<file path="src/core/lltm_pkg.sv">
// Shared constants and types for the line timing and line-lock PLL control registers
package lltm_pkg;
  localparam int        TIME_W           = 10;
  localparam int        HI_W             = 2;
  localparam int        LO_W             = 8;
  localparam logic [7:0] ADDR_LSYNC_END_HI = 8'h0f;
  localparam logic [7:0] ADDR_FILTER_ADJ   = 8'h10;
  localparam logic [7:0] ADDR_DETECT_WIN   = 8'h11;
  localparam logic [7:0] ADDR_RST_START_LO = 8'h12;
  localparam logic [7:0] ADDR_RST_START_HI = 8'h13;
  localparam logic [7:0] ADDR_RST_END_LO   = 8'h14;
  localparam logic [7:0] ADDR_RST_END_HI   = 8'h15;
  localparam logic [1:0] RST_LSYNC_END_HI  = 2'h0;
  localparam logic [7:0] RST_FILTER_ADJ    = 8'h00;
  localparam logic [7:0] RST_DETECT_WIN    = 8'hdd;
  localparam logic [7:0] RST_RST_START_LO  = 8'h3f;
  localparam logic [1:0] RST_RST_START_HI  = 2'h0;
  localparam logic [7:0] RST_RST_END_LO    = 8'h52;
  localparam logic [1:0] RST_RST_END_HI    = 2'h0;
  localparam logic [7:0] MISS_CNT_MAX      = 8'hff;
  localparam int         NUM_PULSES        = 2;
  localparam int         PULSE_LSYNC       = 0;
  localparam int         PULSE_RESTORE     = 1;

  typedef struct packed {
    logic       wr;
    logic       rd;
    logic [7:0] addr;
    logic [7:0] wdata;
  } lltm_req_t;
endpackage

</file>
<file path="src/core/lltm_window_pulse.sv">
// Registered pulse that is high while a line count lies in a start/end window
`timescale 1ns/1ns
module lltm_window_pulse #(
  parameter int TIME_W = 10
) (
  input  wire logic              sys_clk,
  input  wire logic              rstn,
  input  wire logic [TIME_W-1:0] cnt,
  input  wire logic [TIME_W-1:0] start_time,
  input  wire logic [TIME_W-1:0] end_time,
  output logic                   pulse
);
  logic in_window;
  logic pulse_reg;

  assign in_window = (cnt >= start_time) && (cnt < end_time);
  assign pulse     = pulse_reg;

  always_ff @(posedge sys_clk or negedge rstn) begin
    if (!rstn) begin
      pulse_reg <= 1'b0;
    end else begin
      pulse_reg <= in_window;
    end
  end
endmodule

</file>
<file path="src/core/lltm_line_timing_regs.sv">
// Line timing and line-lock PLL control registers with pulse timing and missing sync count
`timescale 1ns/1ns
// Contract
// - Line sync output pulse end is a 10-bit delay; top two bits at 0x0f.
// - Unused upper bits of upper timing registers ignore writes and read zero.
// - Lower register holds value bits 7..0, upper register holds bits 9..8.
// - Loop filter adjust at 0x10 steers PLL time constants, resets to 0x00.
// - Sync detect window at 0x11, reset 0xdd, sets hsync acceptance length.
// - Hsync outside the detect window is missing and advances the missing counter.
// - Restore pulse start is 10-bit: low byte 0x12, high bits 0x13.
// - Restore start low byte resets to 0x3f, high bits to zero.
// - Restore pulse end: low byte 0x14 reset 0x52, high bits 0x15 reset zero.
module lltm_line_timing_regs #(
  parameter int TIME_W = lltm_pkg::TIME_W
) (
  input  wire logic                    sys_clk,
  input  wire logic                    rstn,
  input  wire lltm_pkg::lltm_req_t     reg_req,
  output logic [7:0]                   reg_rdata,
  output logic                         reg_rvalid,
  input  wire logic                    line_start,
  input  wire logic                    hsync_in,
  input  wire logic [TIME_W-1:0]       line_sync_start,
  input  wire logic [7:0]              line_sync_end_low,
  output logic                         line_sync_out,
  output logic                         black_level_restore_pulse,
  output logic [7:0]                   pll_filter_adjust,
  output logic [7:0]                   pll_detect_window,
  output logic                         hsync_missing,
  output logic [7:0]                   missing_sync_count
);
  import lltm_pkg::*;

  generate
    if (TIME_W != HI_W + LO_W) begin : g_bad_width
      $error("TIME_W must equal the split of upper and lower timing registers");
    end
  endgenerate

  logic [HI_W-1:0]   lsync_end_hi_reg;
  logic [7:0]        filter_adj_reg;
  logic [7:0]        detect_win_reg;
  logic [7:0]        rst_start_lo_reg;
  logic [HI_W-1:0]   rst_start_hi_reg;
  logic [7:0]        rst_end_lo_reg;
  logic [HI_W-1:0]   rst_end_hi_reg;
  logic [7:0]        rdata_reg;
  logic              rvalid_reg;
  logic [TIME_W-1:0] pix_cnt_reg;
  logic              missing_reg;
  logic [7:0]        miss_cnt_reg;

  wire wr_lsync_end_hi = reg_req.wr && (reg_req.addr == ADDR_LSYNC_END_HI);
  wire wr_filter_adj   = reg_req.wr && (reg_req.addr == ADDR_FILTER_ADJ);
  wire wr_detect_win   = reg_req.wr && (reg_req.addr == ADDR_DETECT_WIN);
  wire wr_rst_start_lo = reg_req.wr && (reg_req.addr == ADDR_RST_START_LO);
  wire wr_rst_start_hi = reg_req.wr && (reg_req.addr == ADDR_RST_START_HI);
  wire wr_rst_end_lo   = reg_req.wr && (reg_req.addr == ADDR_RST_END_LO);
  wire wr_rst_end_hi   = reg_req.wr && (reg_req.addr == ADDR_RST_END_HI);

  // Upper timing registers keep only two bits; the rest read as zero
  wire [7:0] rd_lsync_end_hi = {6'h00, lsync_end_hi_reg};
  wire [7:0] rd_rst_start_hi = {6'h00, rst_start_hi_reg};
  wire [7:0] rd_rst_end_hi   = {6'h00, rst_end_hi_reg};

  wire [7:0] rdata_next =
    (reg_req.addr == ADDR_LSYNC_END_HI) ? rd_lsync_end_hi :
    (reg_req.addr == ADDR_FILTER_ADJ)   ? filter_adj_reg :
    (reg_req.addr == ADDR_DETECT_WIN)   ? detect_win_reg :
    (reg_req.addr == ADDR_RST_START_LO) ? rst_start_lo_reg :
    (reg_req.addr == ADDR_RST_START_HI) ? rd_rst_start_hi :
    (reg_req.addr == ADDR_RST_END_LO)   ? rst_end_lo_reg :
    (reg_req.addr == ADDR_RST_END_HI)   ? rd_rst_end_hi : 8'h00;

  // Assembled 10-bit times, high bits above the low byte
  wire [TIME_W-1:0] lsync_end_time = {lsync_end_hi_reg, line_sync_end_low};
  wire [TIME_W-1:0] rst_start_time = {rst_start_hi_reg, rst_start_lo_reg};
  wire [TIME_W-1:0] rst_end_time   = {rst_end_hi_reg, rst_end_lo_reg};

  wire [TIME_W-1:0] cnt_max      = {TIME_W{1'b1}};
  wire [TIME_W-1:0] pix_cnt_next = line_start ? '0 :
                                   (pix_cnt_reg == cnt_max) ? pix_cnt_reg :
                                   pix_cnt_reg + 1'b1;

  wire       in_detect_win = pix_cnt_reg < {{(TIME_W-8){1'b0}}, detect_win_reg};
  wire       miss_event    = hsync_in && !in_detect_win;
  wire [7:0] miss_cnt_next = (miss_event && miss_cnt_reg != MISS_CNT_MAX) ?
                             miss_cnt_reg + 8'h01 : miss_cnt_reg;

  always_ff @(posedge sys_clk or negedge rstn) begin
    if (!rstn) begin
      lsync_end_hi_reg <= RST_LSYNC_END_HI;
      filter_adj_reg   <= RST_FILTER_ADJ;
      detect_win_reg   <= RST_DETECT_WIN;
      rst_start_lo_reg <= RST_RST_START_LO;
      rst_start_hi_reg <= RST_RST_START_HI;
      rst_end_lo_reg   <= RST_RST_END_LO;
      rst_end_hi_reg   <= RST_RST_END_HI;
    end else begin
      if (wr_lsync_end_hi) begin
        lsync_end_hi_reg <= reg_req.wdata[HI_W-1:0];
      end
      if (wr_filter_adj) begin
        filter_adj_reg <= reg_req.wdata;
      end
      if (wr_detect_win) begin
        detect_win_reg <= reg_req.wdata;
      end
      if (wr_rst_start_lo) begin
        rst_start_lo_reg <= reg_req.wdata;
      end
      if (wr_rst_start_hi) begin
        rst_start_hi_reg <= reg_req.wdata[HI_W-1:0];
      end
      if (wr_rst_end_lo) begin
        rst_end_lo_reg <= reg_req.wdata;
      end
      if (wr_rst_end_hi) begin
        rst_end_hi_reg <= reg_req.wdata[HI_W-1:0];
      end
    end
  end

  always_ff @(posedge sys_clk or negedge rstn) begin
    if (!rstn) begin
      rdata_reg  <= 8'h00;
      rvalid_reg <= 1'b0;
    end else begin
      rvalid_reg <= reg_req.rd;
      if (reg_req.rd) begin
        rdata_reg <= rdata_next;
      end
    end
  end

  always_ff @(posedge sys_clk or negedge rstn) begin
    if (!rstn) begin
      pix_cnt_reg  <= '0;
      missing_reg  <= 1'b0;
      miss_cnt_reg <= 8'h00;
    end else begin
      pix_cnt_reg  <= pix_cnt_next;
      missing_reg  <= miss_event;
      miss_cnt_reg <= miss_cnt_next;
    end
  end

  wire [TIME_W-1:0] pulse_start [NUM_PULSES];
  wire [TIME_W-1:0] pulse_end   [NUM_PULSES];
  wire              pulse_out   [NUM_PULSES];

  assign pulse_start[PULSE_LSYNC]   = line_sync_start;
  assign pulse_end[PULSE_LSYNC]     = lsync_end_time;
  assign pulse_start[PULSE_RESTORE] = rst_start_time;
  assign pulse_end[PULSE_RESTORE]   = rst_end_time;

  generate
    for (genvar i = 0; i < NUM_PULSES; i++) begin : g_pulse
      lltm_window_pulse #(
        .TIME_W (TIME_W)
      ) u_pulse (
        .sys_clk    (sys_clk),
        .rstn       (rstn),
        .cnt        (pix_cnt_reg),
        .start_time (pulse_start[i]),
        .end_time   (pulse_end[i]),
        .pulse      (pulse_out[i])
      );
    end
  endgenerate

  assign reg_rdata                 = rdata_reg;
  assign reg_rvalid                = rvalid_reg;
  assign line_sync_out             = pulse_out[PULSE_LSYNC];
  assign black_level_restore_pulse = pulse_out[PULSE_RESTORE];
  assign pll_filter_adjust         = filter_adj_reg;
  assign pll_detect_window         = detect_win_reg;
  assign hsync_missing             = missing_reg;
  assign missing_sync_count        = miss_cnt_reg;

  wire rd_alone = reg_req.rd && !reg_req.wr;
endmodule

</file>
<file path="config.mk">
export PLATFORM = sky130hd
export DESIGN_NAME = lltm_line_timing_regs
export DESIGN_NICKNAME = d
export VERILOG_FILES = /design/src/core/lltm_pkg.sv /design/src/core/lltm_window_pulse.sv /design/src/core/lltm_line_timing_regs.sv
export SDC_FILE = /design/constraint.sdc
export NUM_CORES = 1
export LEC_CHECK = 0
export BUFFER_PORTS_ARGS = -buffer_cell sky130_fd_sc_hd__buf_4
export CORE_MARGIN = 2
export CORE_UTILIZATION = 56
export CTS_CLUSTER_SIZE = 25
export DETAILED_ROUTE_END_ITERATION = 8
export PLACE_DENSITY = 0.8
export SLEW_MARGIN = 40
export SYNTH_ARGS = -nofsm -noshare
export SYNTH_HDL_FRONTEND = slang
export SYNTH_HIERARCHICAL = 1
export SYNTH_SLANG_ARGS = --single-unit
</file>
<file path="constraint.sdc">
create_clock -name sys_clk -period 2.6 [get_ports sys_clk]
set_input_delay 0.39 -clock sys_clk [delete_from_list [all_inputs] [get_ports sys_clk]]
set_output_delay 0.39 -clock sys_clk [all_outputs]
set_load 0.01 [all_outputs]
</file>
-- Word level (Yosys, flattened, before mapping)
Index checks and enable logic that the tools add are counted.
- order comparisons: 5
- add/sub/neg operators: 2
- mux-type cells: 9
- equality and inequality tests: 10
- reduce and logical (&&, ||, !) cells: 12
- operators with widths (kind ; count):
    == test 8 x 5 -> 1 bit, second input constant ; 6
    2-to-1 mux 8 bit ; 6
    >= comparator 10 bit ; 2
    less-than comparator 10 bit ; 2
    2-to-1 mux 10 bit ; 2
    logical AND 1 bit ; 11
    adder 10 x 1 -> 10 bit, second input constant ; 1
    == test 10 bit, second input constant ; 1
    less-than comparator 10 x 8 -> 1 bit ; 1
    adder 8 x 1 -> 8 bit, second input constant ; 1
    == test 8 x 4 -> 1 bit, second input constant ; 1
    inequality test 8 bit, second input constant ; 1
    2-to-1 mux 2 bit ; 1
    inequality test 2 bit, second input constant ; 1
    logical NOT 1 bit ; 1
- logic and storage cells: 52
- input port bits: 40
- register bits after elaboration: 68
- output and inout port bits: 36

-- Longest topological paths before layout
- depth in word-level cells: 8
- depth in mapped cells: 7
- gate-level depth less buffers: 7

-- Cells and area by module
Netlist, hierarchy kept.
- by module, submodules not included (module ; times used ; area each (um^2) ; sequential area each (um^2) ; cells each):
    lltm_line_timing_regs ; 1 ; 3231.8 ; 1670.4 ; 305
    lltm_window_pulse ; 2 ; 491.7 ; 25.0 ; 66

-- Worst setup path before layout
Ideal clock, no wire load.
- path type: register to register
- from: register detect_win_reg[7], in the netlist pll_detect_window[7]
- to: register miss_cnt_reg[7], in the netlist missing_sync_count[7]
- setup slack: 564 ps
- cell stages (with the launch flop): 8
- path buffers: 0
- arrival: 1911 ps
- path through: dfstp_2 > inv_1 > ha_1 > a211o_1 > o21ai_0 > o21ai_2 > nand4_1 > mux2_2
- longest elaborated chain between the ends: 4
- RTL lines (item ; line ; RTL):
    start: declaration ; lltm_line_timing_regs.sv:42 ; logic [7:0] detect_win_reg;
    start signal: assignment ; lltm_line_timing_regs.sv:107 ; detect_win_reg <= reg_req.wdata;
    less-than comparator 10 x 8 -> 1 bit ; lltm_line_timing_regs.sv:85 ; wire in_detect_win = pix_cnt_reg < {{(TIME_W-8){1'b0}}, detect_win_reg};
    logical NOT 1 bit ; lltm_line_timing_regs.sv:86 ; wire miss_event = hsync_in && !in_detect_win;
    logical AND 1 bit ; lltm_line_timing_regs.sv:86 ;
    named net miss_event ; lltm_line_timing_regs.sv:86 ;
    logical AND 1 bit ; lltm_line_timing_regs.sv:87 ; wire [7:0] miss_cnt_next = (miss_event && miss_cnt_reg != MISS_CNT_MAX) ?
    end signal: assignment ; lltm_line_timing_regs.sv:144 ; miss_cnt_reg <= miss_cnt_next;
    end: declaration ; lltm_line_timing_regs.sv:51 ; logic [7:0] miss_cnt_reg;
The timed path passes the listed nets, and every way through them passes these cells.
A chain may end at the register's enable or synchronous reset.

-- Worst setup path after layout
Same ends and word-level chain as after synthesis.

==> flow_summary.yaml <==
status:
  status: "complete, no violations"
synth:
  synth_flop_cell: "dfrtp_1"
  syn_area_sq_um: 4220
  ys_warn_count: 6
  syn_nets: 524
  avgSynthCellArea_sq_um: 9.65
  async_reset_ff_share_pct: 100
  synth_cell_types: 47
  synthCells: 437
  ys_ff_latch: 68
  ys_seq_area_share_pct: 40.8
  synth_edf_count: 0
timing:
  min_period_ns: 2.25
  rsz0062_at_grt: "no"
  worstMarginPinSlew_ns: 0.605
  setup_ws_ns: 0.348
  slew_viol_final: 0
  max_freq_mhz: 444
  slew_headroom_pct: 59.6
  setup_violations: 0
  fin_tns_setup_ns: 0
  period_share_pct: 86.6
  finalHoldViolations: 0
  final.setup_skew_ns: 0.0110
cts:
  cts_buffer_depth: 2
  worstSkewPairLatency_ns: 0.35
  cts_tree: "yes"
  cts_setup_buffers: 0
  ctsResizeCount: 0
  hold_buffers: 0
  path_clk_slew_ns: 0.07
  cts.htree.levels: 3
  clock-sinks: 68
  cts_buffers: 9
  cts_root_buf: "clkbuf_8"
routing:
  vias_per_cell: 5.59
  vias: 3474
  drtIter0Drc: 185
  totalWireLength_mm: 10.0
  dr.pass1.iters: 5
  remaining_drc_errors: 0
  postRouteAntennaNets: 0
  wl_per_cell_um: 16.1
worst_setup_path:
  cpPeakStageDelay_ns: 0.56
  worstPathRequired_ns: 2.84
  end_kind: "flop"
  critPathSlowestCell: "dfstp_2"
  start_kind: "flop"
  worstSetupPathType: "reg -> reg"
  arrival_ns: 2.49
  cp_max_fo: 9
  cp_cell_sequence: "inv_1 -> ha_1 -> a211o_1 -> o21ai_0 -> o21ai_2 -> nand4_1 -> mux2_2"
layout:
  fin_nets: 604
  stdcell_area_sq_um: 5160
  drive_gt1_share_pct: 28.0
  final_cell_mix: "buf_4 (80), inv_1 (58), dfrtp_1 (53), ha_1 (47), a21oi_1 (36)"
  antenna_cells: 0
  final_common_cell: "buf_4"
  area_delta_synth_final_pct: 22.4
  largest_reg_flops: 10
grt:
  grt_pass1_wl_mm: 17.1
  grt_overflow: 0
  grt_antenna_before_repair: 0
  grt_usage_pct: 26.2
  grt_start_max_net_pins: 69
  grt_pass1_vias: 3554
hold_path:
  min_path_type: "in -> async"
pwr:
  cellLeakagePower_nw: 2.68
  ir_drop_mv: 0.325
  p_per_area_nw_per_um2: 520
place:
  hpwl_mm: 7.44
  pre_cts_slack_ns: 0.362
  gp_congestion: 0.834
  port-buffer-count: 75
  place_area_sq_um: 4890
floorplanning:
  core_area_sq_um: 7250
  dieArea_sq_um: 8240
  initial_core_util_pct: 58.1
  num_rows: 31
  die_height_um: 90.8
  die_x_um: 90.8
  io_pins: 76
run:
  cap_violations: 0
## cell usage after synthesis, types with 3 or more instances
library cell	instances	area [sq um]
a211oi_1	4	30.0
a21oi_1	36	180
a31oi_1	3	18.8
and3_1	3	18.8
buf_2	3	15.0
clkbuf_1	6	22.5
dfrtp_1	53	1330
dfstp_2	15	394
ha_1	47	588
inv_1	58	218
mux2_2	17	191
mux2_4	8	120
mux2i_1	5	50.1
nand2_1	26	97.6
nand2b_1	8	50.1
nand3_1	14	70.1
nand4_1	10	62.6
nor2_1	28	105
nor2b_1	4	25.0
nor3_1	3	15.0
nor3_2	3	30.0
nor4_1	4	25.0
o211ai_1	3	22.5
o21ai_0	31	155
o22ai_1	6	37.5
xnor2_1	6	52.6
xor2_1	5	43.8
## final timing paths
check	start	to	slack (ns)	cells after the start
min	rstn	pix_cnt_reg[7]	0.02	1
min in group sys_clk	reg_req[16]	reg_rvalid	0.25	1
max in group asynchronous	rstn	rst_end_lo_reg[2]	2.15	1
max	pll_detect_window[7]	missing_sync_count[7]	0.35	7
max reg2reg	pll_detect_window[7]	missing_sync_count[7]	0.35	7
min reg2reg	rst_end_lo_reg[4]	rst_end_lo_reg[4]	0.52	2
## report_power, final
part	total, W	switching (W)	internal (W)	leakage [nW]
registers	0.00117	0.0000483	0.00112	0.855
logic	0.000362	0.000189	0.000173	1.69
clock network	0.00115	0.000419	0.000732	0.133
total	0.00268	0.000657	0.00203	2.68
## area by class of cell
| class | count | area (sq um) |
|---|---|---|
| tap | 99 | 124 |
| clock inverter | 7 | 139 |
| sequential | 68 | 1720 |
| clock buffer | 9 | 124 |
| inverter | 58 | 218 |
| timing repair buffer | 81 | 612 |
| multi-input combinational | 299 | 2220 |
| fill | 551 | 2100 |
## worst max-delay path, delay by kind of cell, from the launching register on
kind                     cells  cell delay (ns)
AND/OR/NAND/NOR              1             0.14
adder cells (fa/ha/maj)      1             0.31
buffers and inverters        1             0.06
AO/OA/AOI/OAI                3             0.72
flip-flops                   1             0.56
multiplexers                 1             0.34
## through the flow
stage	cells	hold WS, ns	util, %	power, W
final	621	0.0169	71.1	0.00268
after global routing	621	0.0677	71.1	0.00279
after CTS	621	0.162	71.1	0.00270
after detailed placement	605	0.515	67.4	0.00155
after global placement	605	0.502	67.4	0.00154
after floorplan	437	0.0944	-	0.00137
## layer usage
layer	GRT usage, %	vias to the layer above	wire length, um
met2	43.2	130	4940
li1	-	1675	-
met1	34.9	1650	4380
met3	3.84	19	495
met5	0	-	0
met4	10.1	0	210
## cells by family after synthesis
family	Yosys count	synth area share (%)
buffers and inverters	70	6.50
multiplexers	32	9.11
flip-flops	68	40.8
AND/OR/NAND/NOR	115	14.6
XOR/XNOR	11	2.29
AO/OA/AOI/OAI	94	12.8
adder cells (fa/ha/maj)	47	14.0
Note: power is estimated with default switching activity, not from simulation.
